$ cat config.mk
export PLATFORM = sky130hd
export DESIGN_NAME = iit_issue_ctl
export DESIGN_NICKNAME = d
export VERILOG_FILES = /design/src/verilog/iit_pkg.sv /design/src/verilog/iit_sb_if.sv /design/src/verilog/iit_issue_ctl.sv /design/src/verilog/iit_scoreboard.sv /design/src/verilog/iit_irq_delay.sv
export SDC_FILE = /design/constraint.sdc
export NUM_CORES = 1
export LEC_CHECK = 0
export BUFFER_PORTS_ARGS = -buffer_cell sky130_fd_sc_hd__clkbuf_2
export CELL_PAD_IN_SITES_DETAIL_PLACEMENT = 1
export CELL_PAD_IN_SITES_GLOBAL_PLACEMENT = 1
export CORE_AREA = 2 2 143 145
export CTS_CLUSTER_SIZE = 40
export DETAILED_ROUTE_END_ITERATION = 10
export DIE_AREA = 0 0 145 147
export GPL_ROUTABILITY_DRIVEN = 0
export PLACE_DENSITY_LB_ADDON = 0.05
export SLEW_MARGIN = 10
export SYNTH_ARGS = -nofsm -noshare
export SYNTH_HDL_FRONTEND = slang
export SYNTH_SLANG_ARGS = --single-unit
export TNS_END_PERCENT = 5
$ cat constraint.sdc
create_clock -name clk_sys -period 6.4 [get_ports clk_sys]
set_input_delay 0.96 -clock clk_sys [delete_from_list [all_inputs] [get_ports clk_sys]]
set_output_delay 0.96 -clock clk_sys [all_outputs]
set_load 0.02 [all_outputs]
$ cat src/verilog/iit_pkg.sv
// Constants and types for the instruction issue timing block
package iit_pkg;

   // ************************************************
   // Widths
   // ************************************************
   localparam int IIT_REG_W = 4;
   localparam int IIT_CNT_W = 5;
   localparam int IIT_NREG  = 16;

   localparam logic [3:0] IIT_PC_REG     = 4'hf;
   localparam logic [3:0] IIT_REG_TWELVE = 4'hc;

   // ************************************************
   // Instruction classes
   // ************************************************
   typedef enum logic [4:0] {
      IIT_CLS_DATA,
      IIT_CLS_SATURATING,
      IIT_CLS_STATUS_READ,
      IIT_CLS_STATUS_WRITE,
      IIT_CLS_LOAD,
      IIT_CLS_DOUBLE_LOAD,
      IIT_CLS_STORE,
      IIT_CLS_DOUBLE_STORE,
      IIT_CLS_PRELOAD,
      IIT_CLS_LOAD_MULTIPLE,
      IIT_CLS_STORE_MULTIPLE,
      IIT_CLS_SWAP,
      IIT_CLS_SYSCP_READ,
      IIT_CLS_SYSCP_WRITE,
      IIT_CLS_DBGCP_READ,
      IIT_CLS_DBGCP_WRITE,
      IIT_CLS_DBGCP_LOAD,
      IIT_CLS_DBGCP_STORE,
      IIT_CLS_SOFT_INT,
      IIT_CLS_CLZ,
      IIT_CLS_LONG_BRANCH_HI
   } iit_class_t;

   // ************************************************
   // Latencies in core cycles
   // ************************************************
   localparam logic [4:0] IIT_ISS_ONE       = 5'h01;
   localparam logic [4:0] IIT_ISS_STAT_WR   = 5'h02;
   localparam logic [4:0] IIT_ISS_STAT_MODE = 5'h06;
   localparam logic [4:0] IIT_ISS_DSTORE    = 5'h02;
   localparam logic [4:0] IIT_ISS_LDM_PC    = 5'h07;
   localparam logic [4:0] IIT_ISS_LDM       = 5'h02;
   localparam logic [4:0] IIT_ISS_STM       = 5'h02;
   localparam logic [4:0] IIT_ISS_SWAP      = 5'h05;
   localparam logic [4:0] IIT_ISS_SYS_RD    = 5'h04;
   localparam logic [4:0] IIT_ISS_SYS_WR    = 5'h02;
   localparam logic [4:0] IIT_ISS_DBG       = 5'h07;
   localparam logic [4:0] IIT_ISS_DBG_LOAD  = 5'h0a;
   localparam logic [4:0] IIT_ISS_SOFT_INT  = 5'h06;

   localparam logic [4:0] IIT_RES_SAT      = 5'h02;
   localparam logic [4:0] IIT_RES_STAT_RD  = 5'h02;
   localparam logic [4:0] IIT_RES_STAT_WR  = 5'h01;
   localparam logic [4:0] IIT_RES_LOAD     = 5'h03;
   localparam logic [4:0] IIT_RES_DLOAD_HI = 5'h04;
   localparam logic [4:0] IIT_RES_DLOAD_WB = 5'h02;
   localparam logic [4:0] IIT_RES_WB       = 5'h01;
   localparam logic [4:0] IIT_RES_LDM      = 5'h03;
   localparam logic [4:0] IIT_RES_SWAP     = 5'h05;
   localparam logic [4:0] IIT_RES_SYS_RD   = 5'h04;
   localparam logic [4:0] IIT_RES_DBG_RD   = 5'h07;
   localparam logic [4:0] IIT_RES_ONE      = 5'h01;
   localparam logic [4:0] IIT_RES_EXTRA    = 5'h01;

   localparam logic [2:0] IIT_IRQ_DELAY = 3'h6;

endpackage

$ cat src/verilog/iit_sb_if.sv
// Scoreboard write and query signals shared inside the timing block
`timescale 1ns/10ps
interface iit_sb_if;
   import iit_pkg::*;
   logic                 wr_a;
   logic [IIT_REG_W-1:0] reg_a;
   logic [IIT_CNT_W-1:0] lat_a;
   logic                 wr_b;
   logic [IIT_REG_W-1:0] reg_b;
   logic [IIT_CNT_W-1:0] lat_b;
   logic                 wr_c;
   logic [IIT_REG_W-1:0] reg_c;
   logic [IIT_CNT_W-1:0] lat_c;
   logic [IIT_NREG-1:0]  busy;
   logic [IIT_NREG-1:0]  late_shift;

   modport ctl (output wr_a, reg_a, lat_a, wr_b, reg_b, lat_b, wr_c, reg_c, lat_c,
                input busy, late_shift);
   modport sb  (input wr_a, reg_a, lat_a, wr_b, reg_b, lat_b, wr_c, reg_c, lat_c,
                output busy, late_shift);
endinterface

$ cat src/verilog/iit_issue_ctl.sv
// Issue and result latency control for the in-order core pipeline
`timescale 1ns/10ps
module iit_issue_ctl
   import iit_pkg::*;
(
   input  wire logic                 clk_sys,      // Core clock, 20 MHz
   input  wire logic                 rst_n,        // Async reset, low
   input  wire logic                 instr_valid,  // Decoded instruction offered
   input  wire iit_class_t           instr_class,  // Instruction class
   input  wire logic                 compressed,   // 16-bit encoding
   input  wire logic                 h_bit,        // Long branch half select
   input  wire logic                 mode_change,  // Status write alters mode
   input  wire logic [IIT_REG_W-1:0] dst_reg,      // First destination
   input  wire logic                 dst_en,       // Destination written
   input  wire logic [IIT_REG_W-1:0] base_reg,     // Base register
   input  wire logic                 base_wb,      // Base written back
   input  wire logic [IIT_NREG-1:0]  reg_list,     // Multiple transfer list
   input  wire logic [IIT_REG_W-1:0] src_a,        // Source operand a
   input  wire logic                 src_a_en,     // Source a used
   input  wire logic [IIT_REG_W-1:0] src_b,        // Source operand b
   input  wire logic                 src_b_en,     // Source b used
   input  wire logic                 src_b_late,   // b is shift or doubled operand
   input  wire logic                 irq_det,      // Normal request detected
   input  wire logic                 fiq_det,      // Fast request detected
   output logic                      instr_issue,  // Instruction issued this cycle
   output logic                      stall,        // Issue held
   output logic                      irq_take,     // Normal interrupt recognised
   output logic                      fiq_take,     // Fast interrupt recognised
   output logic                      handler_ok    // Soft interrupt handler may start
);
   // ************************************************
   // Decode
   // ************************************************
   iit_sb_if sbi ();

   logic [IIT_CNT_W-1:0] issue_cnt;
   logic [2:0]           swi_cnt;
   logic                 irq_raw;
   logic                 fiq_raw;

   // Branch-high half of a long branch times as plain data
   wire        is_bl_hi = compressed && !h_bit;
   iit_class_t eff_cls;
   assign eff_cls = (instr_class == IIT_CLS_LONG_BRANCH_HI && is_bl_hi) ? IIT_CLS_DATA
                                                                         : instr_class;

   wire [IIT_CNT_W-1:0] list_n;
   assign list_n = IIT_CNT_W'($countones(reg_list));
   wire pc_in_list = reg_list[IIT_PC_REG];

   logic [IIT_CNT_W-1:0] iss_lat;
   logic [IIT_CNT_W-1:0] res_lat;
   logic [IIT_CNT_W-1:0] res_hi;
   logic [IIT_CNT_W-1:0] wb_lat;
   always_comb begin
      iss_lat = IIT_ISS_ONE;
      res_lat = IIT_RES_ONE;
      res_hi  = '0;
      wb_lat  = IIT_RES_WB;
      unique case (eff_cls)
         IIT_CLS_SATURATING:     res_lat = IIT_RES_SAT;
         IIT_CLS_STATUS_READ:    res_lat = IIT_RES_STAT_RD;
         IIT_CLS_STATUS_WRITE: begin
            iss_lat = mode_change ? IIT_ISS_STAT_MODE : IIT_ISS_STAT_WR;
            res_lat = IIT_RES_STAT_WR;
         end
         IIT_CLS_LOAD:           res_lat = IIT_RES_LOAD;
         IIT_CLS_DOUBLE_LOAD: begin
            iss_lat = (dst_reg == IIT_REG_TWELVE) ? IIT_ISS_ONE + 5'h01 : IIT_ISS_ONE;
            res_lat = IIT_RES_LOAD;
            res_hi  = IIT_RES_DLOAD_HI;
            wb_lat  = IIT_RES_DLOAD_WB;
         end
         IIT_CLS_STORE, IIT_CLS_PRELOAD: iss_lat = IIT_ISS_ONE;
         IIT_CLS_DOUBLE_STORE:   iss_lat = IIT_ISS_DSTORE;
         IIT_CLS_LOAD_MULTIPLE: begin
            iss_lat = (pc_in_list ? IIT_ISS_LDM_PC : IIT_ISS_LDM) + list_n;
            res_lat = IIT_RES_LDM;
         end
         IIT_CLS_STORE_MULTIPLE: iss_lat = IIT_ISS_STM + list_n;
         IIT_CLS_SWAP: begin
            iss_lat = IIT_ISS_SWAP;
            res_lat = IIT_RES_SWAP;
         end
         IIT_CLS_SYSCP_READ: begin
            iss_lat = IIT_ISS_SYS_RD;
            res_lat = IIT_RES_SYS_RD;
         end
         IIT_CLS_SYSCP_WRITE:    iss_lat = IIT_ISS_SYS_WR;
         IIT_CLS_DBGCP_READ: begin
            iss_lat = IIT_ISS_DBG;
            res_lat = IIT_RES_DBG_RD;
         end
         IIT_CLS_DBGCP_WRITE, IIT_CLS_DBGCP_STORE: iss_lat = IIT_ISS_DBG;
         IIT_CLS_DBGCP_LOAD:     iss_lat = IIT_ISS_DBG_LOAD;
         IIT_CLS_SOFT_INT:       iss_lat = IIT_ISS_SOFT_INT;
         IIT_CLS_CLZ:            res_lat = IIT_RES_ONE;
         default: begin
            iss_lat = IIT_ISS_ONE;
            res_lat = IIT_RES_ONE;
         end
      endcase
   end

   // ************************************************
   // Interlock
   // ************************************************
   // Late-use operands need one more cycle of the producer
   wire a_hit   = src_a_en && sbi.busy[src_a];
   wire b_hit   = src_b_en && sbi.busy[src_b];
   wire b_late  = src_b_en && src_b_late && sbi.late_shift[src_b];
   wire hazard  = a_hit || b_hit || b_late;
   wire can_go  = instr_valid && (issue_cnt == '0) && !hazard;

   wire writes_dst = dst_en && (res_lat != '0) &&
                     !(eff_cls inside {IIT_CLS_STORE, IIT_CLS_DOUBLE_STORE, IIT_CLS_STORE_MULTIPLE,
                                       IIT_CLS_PRELOAD});

   // A latency of one is already met on the next cycle
   assign sbi.wr_a  = can_go && writes_dst;
   assign sbi.reg_a = dst_reg;
   assign sbi.lat_a = res_lat;
   assign sbi.wr_b  = can_go && (eff_cls == IIT_CLS_DOUBLE_LOAD) && dst_en;
   assign sbi.reg_b = dst_reg + 4'h1;
   assign sbi.lat_b = res_hi;
   assign sbi.wr_c  = can_go && base_wb;
   assign sbi.reg_c = base_reg;
   assign sbi.lat_c = wb_lat;

   iit_scoreboard u_sb (
      .clk_sys (clk_sys),
      .rst_n   (rst_n),
      .sb      (sbi)
   );

   always_ff @(posedge clk_sys or negedge rst_n) begin
      if (!rst_n) begin
         issue_cnt <= '0;
      end else if (can_go) begin
         issue_cnt <= iss_lat - 5'h01;
      end else if (issue_cnt != '0) begin
         issue_cnt <= issue_cnt - 5'h01;
      end
   end

   // ************************************************
   // Soft interrupt entry timer
   // ************************************************
   always_ff @(posedge clk_sys or negedge rst_n) begin
      if (!rst_n) begin
         swi_cnt <= '0;
      end else if (can_go && eff_cls == IIT_CLS_SOFT_INT) begin
         swi_cnt <= IIT_ISS_SOFT_INT[2:0] - 3'h1;
      end else if (swi_cnt != '0) begin
         swi_cnt <= swi_cnt - 3'h1;
      end
   end

   // ************************************************
   // Interrupt recognition
   // ************************************************
   iit_irq_delay u_irq (
      .clk_sys  (clk_sys),
      .rst_n    (rst_n),
      .irq_det  (irq_det),
      .fiq_det  (fiq_det),
      .irq_take (irq_raw),
      .fiq_take (fiq_raw)
   );

   // Output registers; the six-stage delay line plus this register makes the seven-cycle count
   always_ff @(posedge clk_sys or negedge rst_n) begin
      if (!rst_n) begin
         instr_issue <= 1'b0;
         stall       <= 1'b0;
         irq_take    <= 1'b0;
         fiq_take    <= 1'b0;
         handler_ok  <= 1'b1;
      end else begin
         instr_issue <= can_go;
         stall       <= instr_valid && !can_go;
         irq_take    <= irq_raw;
         fiq_take    <= fiq_raw;
         handler_ok  <= (swi_cnt <= 3'h1) && !(can_go && eff_cls == IIT_CLS_SOFT_INT);
      end
   end
endmodule

$ cat src/verilog/iit_scoreboard.sv
// Per-register result countdown used by the issue interlock
`timescale 1ns/10ps
module iit_scoreboard
   import iit_pkg::*;
(
   input wire logic clk_sys,     // Core clock
   input wire logic rst_n,       // Async reset, low
   iit_sb_if.sb     sb           // Writes and busy view
);
   logic [IIT_CNT_W-1:0] cnt [IIT_NREG];

   genvar g;
   generate
      for (g = 0; g < IIT_NREG; g++) begin : g_reg
         wire              hit_a = sb.wr_a && (sb.reg_a == IIT_REG_W'(g));
         wire              hit_b = sb.wr_b && (sb.reg_b == IIT_REG_W'(g));
         wire              hit_c = sb.wr_c && (sb.reg_c == IIT_REG_W'(g));
         wire [IIT_CNT_W-1:0] dec = (cnt[g] != '0) ? cnt[g] - 5'h01 : '0;
         // Latest writer wins: c over b over a
         wire [IIT_CNT_W-1:0] next_cnt = hit_c ? sb.lat_c - 5'h01 :
                                         hit_b ? sb.lat_b - 5'h01 :
                                         hit_a ? sb.lat_a - 5'h01 : dec;
         logic                recent;
         always_ff @(posedge clk_sys or negedge rst_n) begin
            if (!rst_n) begin
               cnt[g] <= '0;
               recent <= 1'b0;
            end else begin
               cnt[g] <= next_cnt;
               // Written or still counting last cycle, so a latency of one also gets its extra cycle
               recent <= (cnt[g] != '0) || hit_a || hit_b || hit_c;
            end
         end
         assign sb.busy[g]       = (cnt[g] != '0);
         // Shift or doubled operand: one cycle more
         assign sb.late_shift[g] = recent;
      end
   endgenerate
endmodule

$ cat src/verilog/iit_irq_delay.sv
// Interrupt recognition delay line
`timescale 1ns/10ps
module iit_irq_delay
   import iit_pkg::*;
(
   input  wire logic clk_sys,    // Core clock
   input  wire logic rst_n,      // Async reset, low
   input  wire logic irq_det,    // Controller saw normal request
   input  wire logic fiq_det,    // Controller saw fast request
   output logic      irq_take,   // Normal request recognised
   output logic      fiq_take    // Fast request recognised
);
   logic [IIT_IRQ_DELAY-1:0] irq_pipe;
   logic [IIT_IRQ_DELAY-1:0] fiq_pipe;

   always_ff @(posedge clk_sys or negedge rst_n) begin
      if (!rst_n) begin
         irq_pipe <= '0;
         fiq_pipe <= '0;
      end else begin
         irq_pipe <= {irq_pipe[IIT_IRQ_DELAY-2:0], irq_det};
         fiq_pipe <= {fiq_pipe[IIT_IRQ_DELAY-2:0], fiq_det};
      end
   end
   assign irq_take = irq_pipe[IIT_IRQ_DELAY-1];
   assign fiq_take = fiq_pipe[IIT_IRQ_DELAY-1];
endmodule

==> metrics, run 1 <==
TritonCTS clock tree=built; maximum vdd ir drop=approximately 0.00019 V; post-route cell area=between 9000 and 10,000 um^2; portion of the clock cycle consumed by the worst path in the final layout=84.3%; flop and latch count out of synthesis=121; wire length of the first global-routing pass=39.2 mm; maximum single-stage delay on the critical path=570 ps; maximum fanout along the worst path=3; final routed DRC violation total=0; CP endpoint kind=register; number of enable-type register cells in the synthesized netlist=0; vias in the first global route=~7,600; Maximum Capacitance Violations=0; number of cell rows=52; worst flop-to-flop path startpoint=u_sb.cnt[5]; via count=6,860; Top FF cell, synth=dfrtp_1; Synth Cell Area=7980 um^2; remaining max-slew budget at the tightest pin=23.1%; CTS sink cnt=roughly 120; CP most frequent cell=fa_1; CP bufs+invs=4; worst clock skew=9.15 ps; area of the die=21,300 um^2; Pwr per Cell Area=421 nW/um^2; number of warnings reported in the yosys synthesis log=0; portion of the post-synthesis area used by sequential elements=38.0%; clk buf depth=2; htree depth=4; Yosys top cell area share=a little under two fifths; Levels on crit path=19; ports placed on the boundary=between 50 and 60; DRC violation total after the first TritonRoute iteration=347; count of final hold-check violations=0; result of the run=finished clean; latest clock arrival within the worst-skew pair=between 400 and 500 ps; required time of the critical path=roughly 6800 ps; Pre-antenna DRT Iters=5; Post-Place Cell Area=8430 um^2; async set-reset flop share out of synthesis=100%; critical path launch point=reg_list[0]; HPWL after detailed placement=~17 mm; initial antenna violation count=0; setup TNS=0 ps; hold crit path type=register to register; gr ovfl total=0; clock tree root buffer cell=clkbuf_16; pin slew with the least headroom to its limit=1150 ps; via-per-instance ratio=5.64; arrival time at the worst endpoint=5740 ps; reg2reg setup slack=2190 ps; cell types occupying the most area after synthesis=dfrtp_1, ha_1, nor2_1; TritonCTS buffer count=17; synthesized instance count=894; Final Routed Wirelength=23.6 mm; Core Box Area=19,800 um^2; RR Endpoint=u_sb.cnt[2]; number of resized instances in the post-cts repair step=0; layout cells sized above 1=13.1%; Net count, final=1,024; Final min period=5400 ps; effective utilization at floorplan=40.2%; pin count of the biggest net entering global routing=78; GRT Overall Usage=23.2%; worst setup path endpoint=issue_cnt[4]; number of pins with negative max-slew slack in the final report=0; most common cell after layout, fill and taps aside=dfrtp_1; most frequent cells in the layout=dfrtp_1, nor2_1, inv_1; library cell with the largest summed area after synthesis=dfrtp_1; Setup crit start kind=input port; vertical extent of the die=approximately 150 um; # port buffers=52; Filler Cells Inserted=2,322; net count after synthesis=985; antenna fix cells=0; final antenna-violating net count=0; slowest library cell on the worst path=fa_1; total setup violations reported at the end of the flow=0; Pleak=3.90 nW; crit path cell chain=clkbuf_2 > inv_1 > fa_1 > fa_1 > fa_1 > fa_1 > inv_1 > ha_1 > inv_1 > fa_1 > xnor2_1 > ha_1 > a21oi_1 > xnor3_1 > or2_0 > o211ai_1 > nor3_1 > o32a_1 > o21ai_1; Post CTS Setup Buffer Count=0; critical path type=input port to register; wire per inst=19.4 um; syn avg cell area=8.92 um^2; Area Growth Syn to Fin=13.4%; crit-path leading delay family=adder cells; Distinct cells, synth=70; die extent in x=145 um; Max Clk Rate=between 150 and 200 MHz; depth of the worst register-to-register path=11; unrepaired setup endpoints after global routing=false; clock transition at the register clock pins on the worst setup and hold paths after CTS=about 60 ps; Hold Buf Count CTS=0
[power by group]
part | total [mW] | internal, mW | switching, mW
registers | 1.22 | 1.01 | 0.204
clock network | 1.02 | 0.635 | 0.380
logic | 1.58 | 0.737 | 0.839
total | 3.81 | 2.38 | 1.42
[flip-flops by register name, summed over array words and instances (netlist names)]
name	flops
issue_cnt	5
swi_cnt	3
u_sb.cnt	80
stall	1
handler_ok	1
u_sb.g.recent	16
instr_issue	1
irq_take	1
u_irq.irq_pipe	6
u_irq.fiq_pipe	6
fiq_take	1
[kinds of logic (layout without fill, tap and decap cells)]
logic type / after synthesis / after routing / share of synthesized area (%)
simple gates: 327 / 327 / 22.0
compound gates: 216 / 216 / 17.1
flops: 121 / 121 / 38.0
buf+inv: 118 / 170 / 6.23
fa+ha+maj: 41 / 41 / 7.37
xor+xnor: 40 / 40 / 4.56
mux: 31 / 31 / 4.75
[per-stage QoR]
| step | util (%) | worst slack (ps) | std cells | hold slack, ps | total power [mW] |
|---|---|---|---|---|---|
| final | 45.6 | 1000 | 1216 | 347 | 3.81 |
| after global placement | 42.5 | 702 | 1184 | 333 | 2.69 |
| after global routing | 45.6 | 672 | 1216 | 353 | 4.14 |
| after floorplan | - | 1110 | 894 | 331 | 2.39 |
| after CTS | 45.6 | 945 | 1216 | 350 | 3.85 |
| after detailed placement | 42.5 | 491 | 1184 | 337 | 2.80 |
[cell usage after synthesis, drive strengths merged, types with 2 or more instances]
master	instances
nand2b	14
o22ai	22
o21bai	13
o32ai	2
nand2	75
or3	12
dfrtp	120
xor2	4
nor4	4
a21oi	61
o32a	2
nor2b	20
nand3	12
or4b	2
a2111oi	4
a221oi	2
mux4	5
mux2	5
nor4b	15
nor2	96
o21ai	57
o211ai	2
a2bb2oi	2
xnor2	35
and3	21
inv	82
or2	4
a211o	3
nand4	2
fa	10
clkbuf	20
o221ai	5
nor3	41
a22oi	5
and2	4
ha	31
mux2i	21
o41ai	2
a211oi	22
buf	16
[worst min-delay path by stage]
stage          cells after the start  slack, ps               from                 to
2_1_floorplan                      0        330  u_irq.fiq_pipe[5]           fiq_take
3_3_place_gp                       0        330  u_irq.irq_pipe[5]           irq_take
3_5_place_dp                       0        340  u_irq.fiq_pipe[0]  u_irq.fiq_pipe[1]
4_1_cts                            0        350  u_irq.irq_pipe[1]  u_irq.irq_pipe[2]
5_1_grt                            0        350  u_irq.fiq_pipe[0]  u_irq.fiq_pipe[1]
6_report                           0        350  u_irq.irq_pipe[1]  u_irq.irq_pipe[2]
[final cells by class]
class	count	area [um^2]	share of cell area (%)
multi-input cells	655	4460	49.3
flip-flops and latches	121	3030	33.5
clock buffers	19	453	5.01
well taps	270	338	3.73
inverters	82	308	3.40
repair buffers	56	293	3.24
clock inverters	13	166	1.84
[per-layer routing]
layer | vias up | global-route usage, % | part of all wire (%)
met5 | - | 0 | 0
met3 | 31 | 4.38 | 3.9
li1 | 3221 | - | -
met1 | 3494 | 29.7 | 45
met4 | 0 | 7.97 | 2.1
met2 | 114 | 39.8 | 49
(Power assumes the default switching activity.)
==> run 2: changes to the inputs <==
ABC_AREA = 1   (was unset)
CORE_AREA = 2 2 149 151   (was 2 2 143 145)
DIE_AREA = 0 0 151 153   (was 0 0 145 147)
clock period = 4.9 ns   (was 6.4 ns; I/O delays follow)
==> run 2 against run 1 <==
Synthesized area is 9.4% higher; global-route usage is 3.1 points higher; synthesized cell count is 41% higher; worst setup slack worse by 880 ps; critical path depth is 5 higher; combinational power is 75% higher; clock-buffer cell count is 2 lower; critical endpoint is now issue_cnt[3]; clock power is 31% higher; power is 53% higher; sequential share of layout area is 3.1 points lower; highest routed layer unchanged; critical path type unchanged.
==> metrics, run 2 <==
result of the run=finished clean; antenna fix cells=0; Regs by FF count=u_sb.cnt: 80 flops, u_sb.g.recent: 16 flops; most frequent cells in the layout=nand2_1, inv_1, nor2_1; effective utilization at floorplan=40.6%; top post-synthesis cells by count=nand2_1, inv_1, nor2_1; CP bufs+invs=5; unrepaired setup endpoints after global routing=true; clock tree root buffer cell=clkbuf_16; total setup violations reported at the end of the flow=0; launch point of the worst hold path=u_irq.fiq_pipe[4]; worst flop-to-flop path startpoint=u_sb.cnt[65]; pin slew with the least headroom to its limit=approximately 900 ps; Pre-antenna DRT Iters=8; total power=about 5.8 mW; latest clock arrival within the worst-skew pair=430 ps; clock transition at the register clock pins on the worst setup and hold paths after CTS=roughly 60 ps; most common cell after layout, fill and taps aside=nand2_1; final cell count without fillers=about 1,600; Synth Cell Area=~8700 um^2; clk buf depth=2; register ranked first by flip-flop count=u_sb.cnt; CP endpoint kind=register; HPWL after detailed placement=approximately 22 mm; crit-path leading delay family=adder cells; Pleak=5.08 nW; synthesized instance count=1,260; Top FF cell, synth=dfrtp_1; Net count, final=roughly 1,400; Min-Delay Endpoint=u_irq.fiq_pipe[5]; Post-Place Cell Area=~9300 um^2; GRT Overall Usage=26.4%; # port buffers=54; required time of the critical path=~5200 ps; initial antenna violation count=0; arrival time at the worst endpoint=5090 ps; Final min period=4770 ps; TritonCTS clock tree=built; library cell with the largest summed area after synthesis=dfrtp_1; critical path type=input port to register; Pwr per Cell Area=just under 600 nW/um^2; fin util=a little under half; wire length of the first global-routing pass=47.2 mm; gr ovfl total=0; depth of the worst register-to-register path=16; final routed DRC violation total=0; final antenna-violating net count=0; via-per-instance ratio=5.25; Hold Path Cell Cnt=0; net count after synthesis=about 1,400; Maximum Capacitance Violations=0; portion of the post-synthesis area used by sequential elements=34.7%; pin count of the biggest net entering global routing=93; DRC violation total after the first TritonRoute iteration=403; area of the die=around 23,000 um^2; maximum single-stage delay on the critical path=around 570 ps; number of warnings reported in the yosys synthesis log=0; Yosys top cell area share=34.4%; slowest library cell on the worst path=fa_1; number of resized instances in the post-cts repair step=0; Final Routed Wirelength=28.5 mm; number of cell rows=54; cell types occupying the most area after synthesis=dfrtp_1, nand2_1, inv_1; maximum fanout along the worst path=2; htree depth=4; post-route cell area=between 9000 and 10,000 um^2; critical path launch point=reg_list[15]; async set-reset flop share out of synthesis=100%; Setup crit start kind=input port; portion of the clock cycle consumed by the worst path in the final layout=97.4%; number of pins with negative max-slew slack in the final report=0; hold crit path type=register to register; Max Clk Rate=approximately 210 MHz; reg2reg setup slack=about 1600 ps; RR Endpoint=u_sb.cnt[50]; flop and latch count out of synthesis=121; placed insts=between 1,500 and 2,000; CP most frequent cell=fa_1; CTS sink cnt=121; vias in the first global route=8,988; number of enable-type register cells in the synthesized netlist=0; via count=8,507; TritonCTS buffer count=17; vertical extent of the die=approximately 150 um; Hold Buf Count CTS=0; maximum vdd ir drop=between 0.0003 and 0.0004 V; ports placed on the boundary=55; syn avg cell area=approximately 6.9 um^2; flip-flop count of the largest register after layout=80; Area Growth Syn to Fin=14.3%; wire per inst=17.6 um; crit path cell chain=buf_8 > inv_4 > fa_1 > fa_1 > fa_1 > fa_1 > inv_1 > ha_2 > inv_2 > fa_2 > xnor2_2 > ha_1 > inv_2 > or2_4 > nand3_2 > nand2_1 > nor2_1 > nand4_1 > nand4_1 > nand2_1 > nor2_2 > nand3_1 > nand2_1 > nor2_1; worst clock skew=13.6 ps; library cell with the highest instance count after synthesis=nand2_1; Core Box Area=~21,000 um^2; layout cells sized above 1=14.4%; Distinct cells, synth=41; remaining max-slew budget at the tightest pin=37.7%; count of final hold-check violations=0; Post CTS Setup Buffer Count=0; die extent in x=151 um
## run 2: cell count changes in the layout (fill, tap and decap cells not counted), sizes merged, moves of 22 or more
cell,delta
nand2,+244
a21oi,-31
nand4,+61
inv,+144
nor2,+73
nand3,+125
o21ai,-25
xnor2,-24
a211oi,-22
## run 2: final cells by class
cell class	count	area [um^2]
fill	2841	11500
multi-input combinational	895	4750
sequential	121	3030
inverter	225	851
clock buffer	17	425
timing repair buffer	67	384
tap	280	350
clock inverter	15	190
## run 2: where the power goes
| part | internal (mW) | switching, mW | total, mW |
|---|---|---|---|
| clock | 0.809 | 0.533 | 1.34 |
| combinational | 1.17 | 1.60 | 2.77 |
| sequential | 1.44 | 0.263 | 1.70 |
## run 2: stage by stage
stage	setup TNS, ps	worst slack [ps]	hold WS [ps]
global route	-244	-125	357
floorplan	0	13.8	331
detailed placement	-1040	-403	336
CTS	0	39.0	351
global placement	-608	-260	334
finish	0	127	349
## run 2: cells by family after synthesis
group	share of synthesized area (%)
AO/OA/AOI/OAI	4.06
buffers and inverters	11.2
XOR/XNOR	1.40
adder cells (fa/ha/maj)	6.74
flip-flops	34.7
AND/OR/NAND/NOR	41.9
## run 2: metal layers
metal / part of all wire [%] / track usage (%)
met1: 45 / 34.8
met2: 48 / 45.0
met3: 4.6 / 4.09
met4: 1.7 / 6.72
met5: 0 / 0
## run 2: how the worst max path moves through the flow
| stage | end | slack (ps) | depth (start not counted) |
|---|---|---|---|
| after floorplan | issue_cnt[3] | 10 | 23 |
| after global placement | issue_cnt[4] | -260 | 22 |
| after detailed placement | issue_cnt[4] | -400 | 22 |
| after CTS | issue_cnt[4] | 40 | 22 |
| after global routing | issue_cnt[3] | -130 | 24 |
| final | issue_cnt[3] | 130 | 24 |
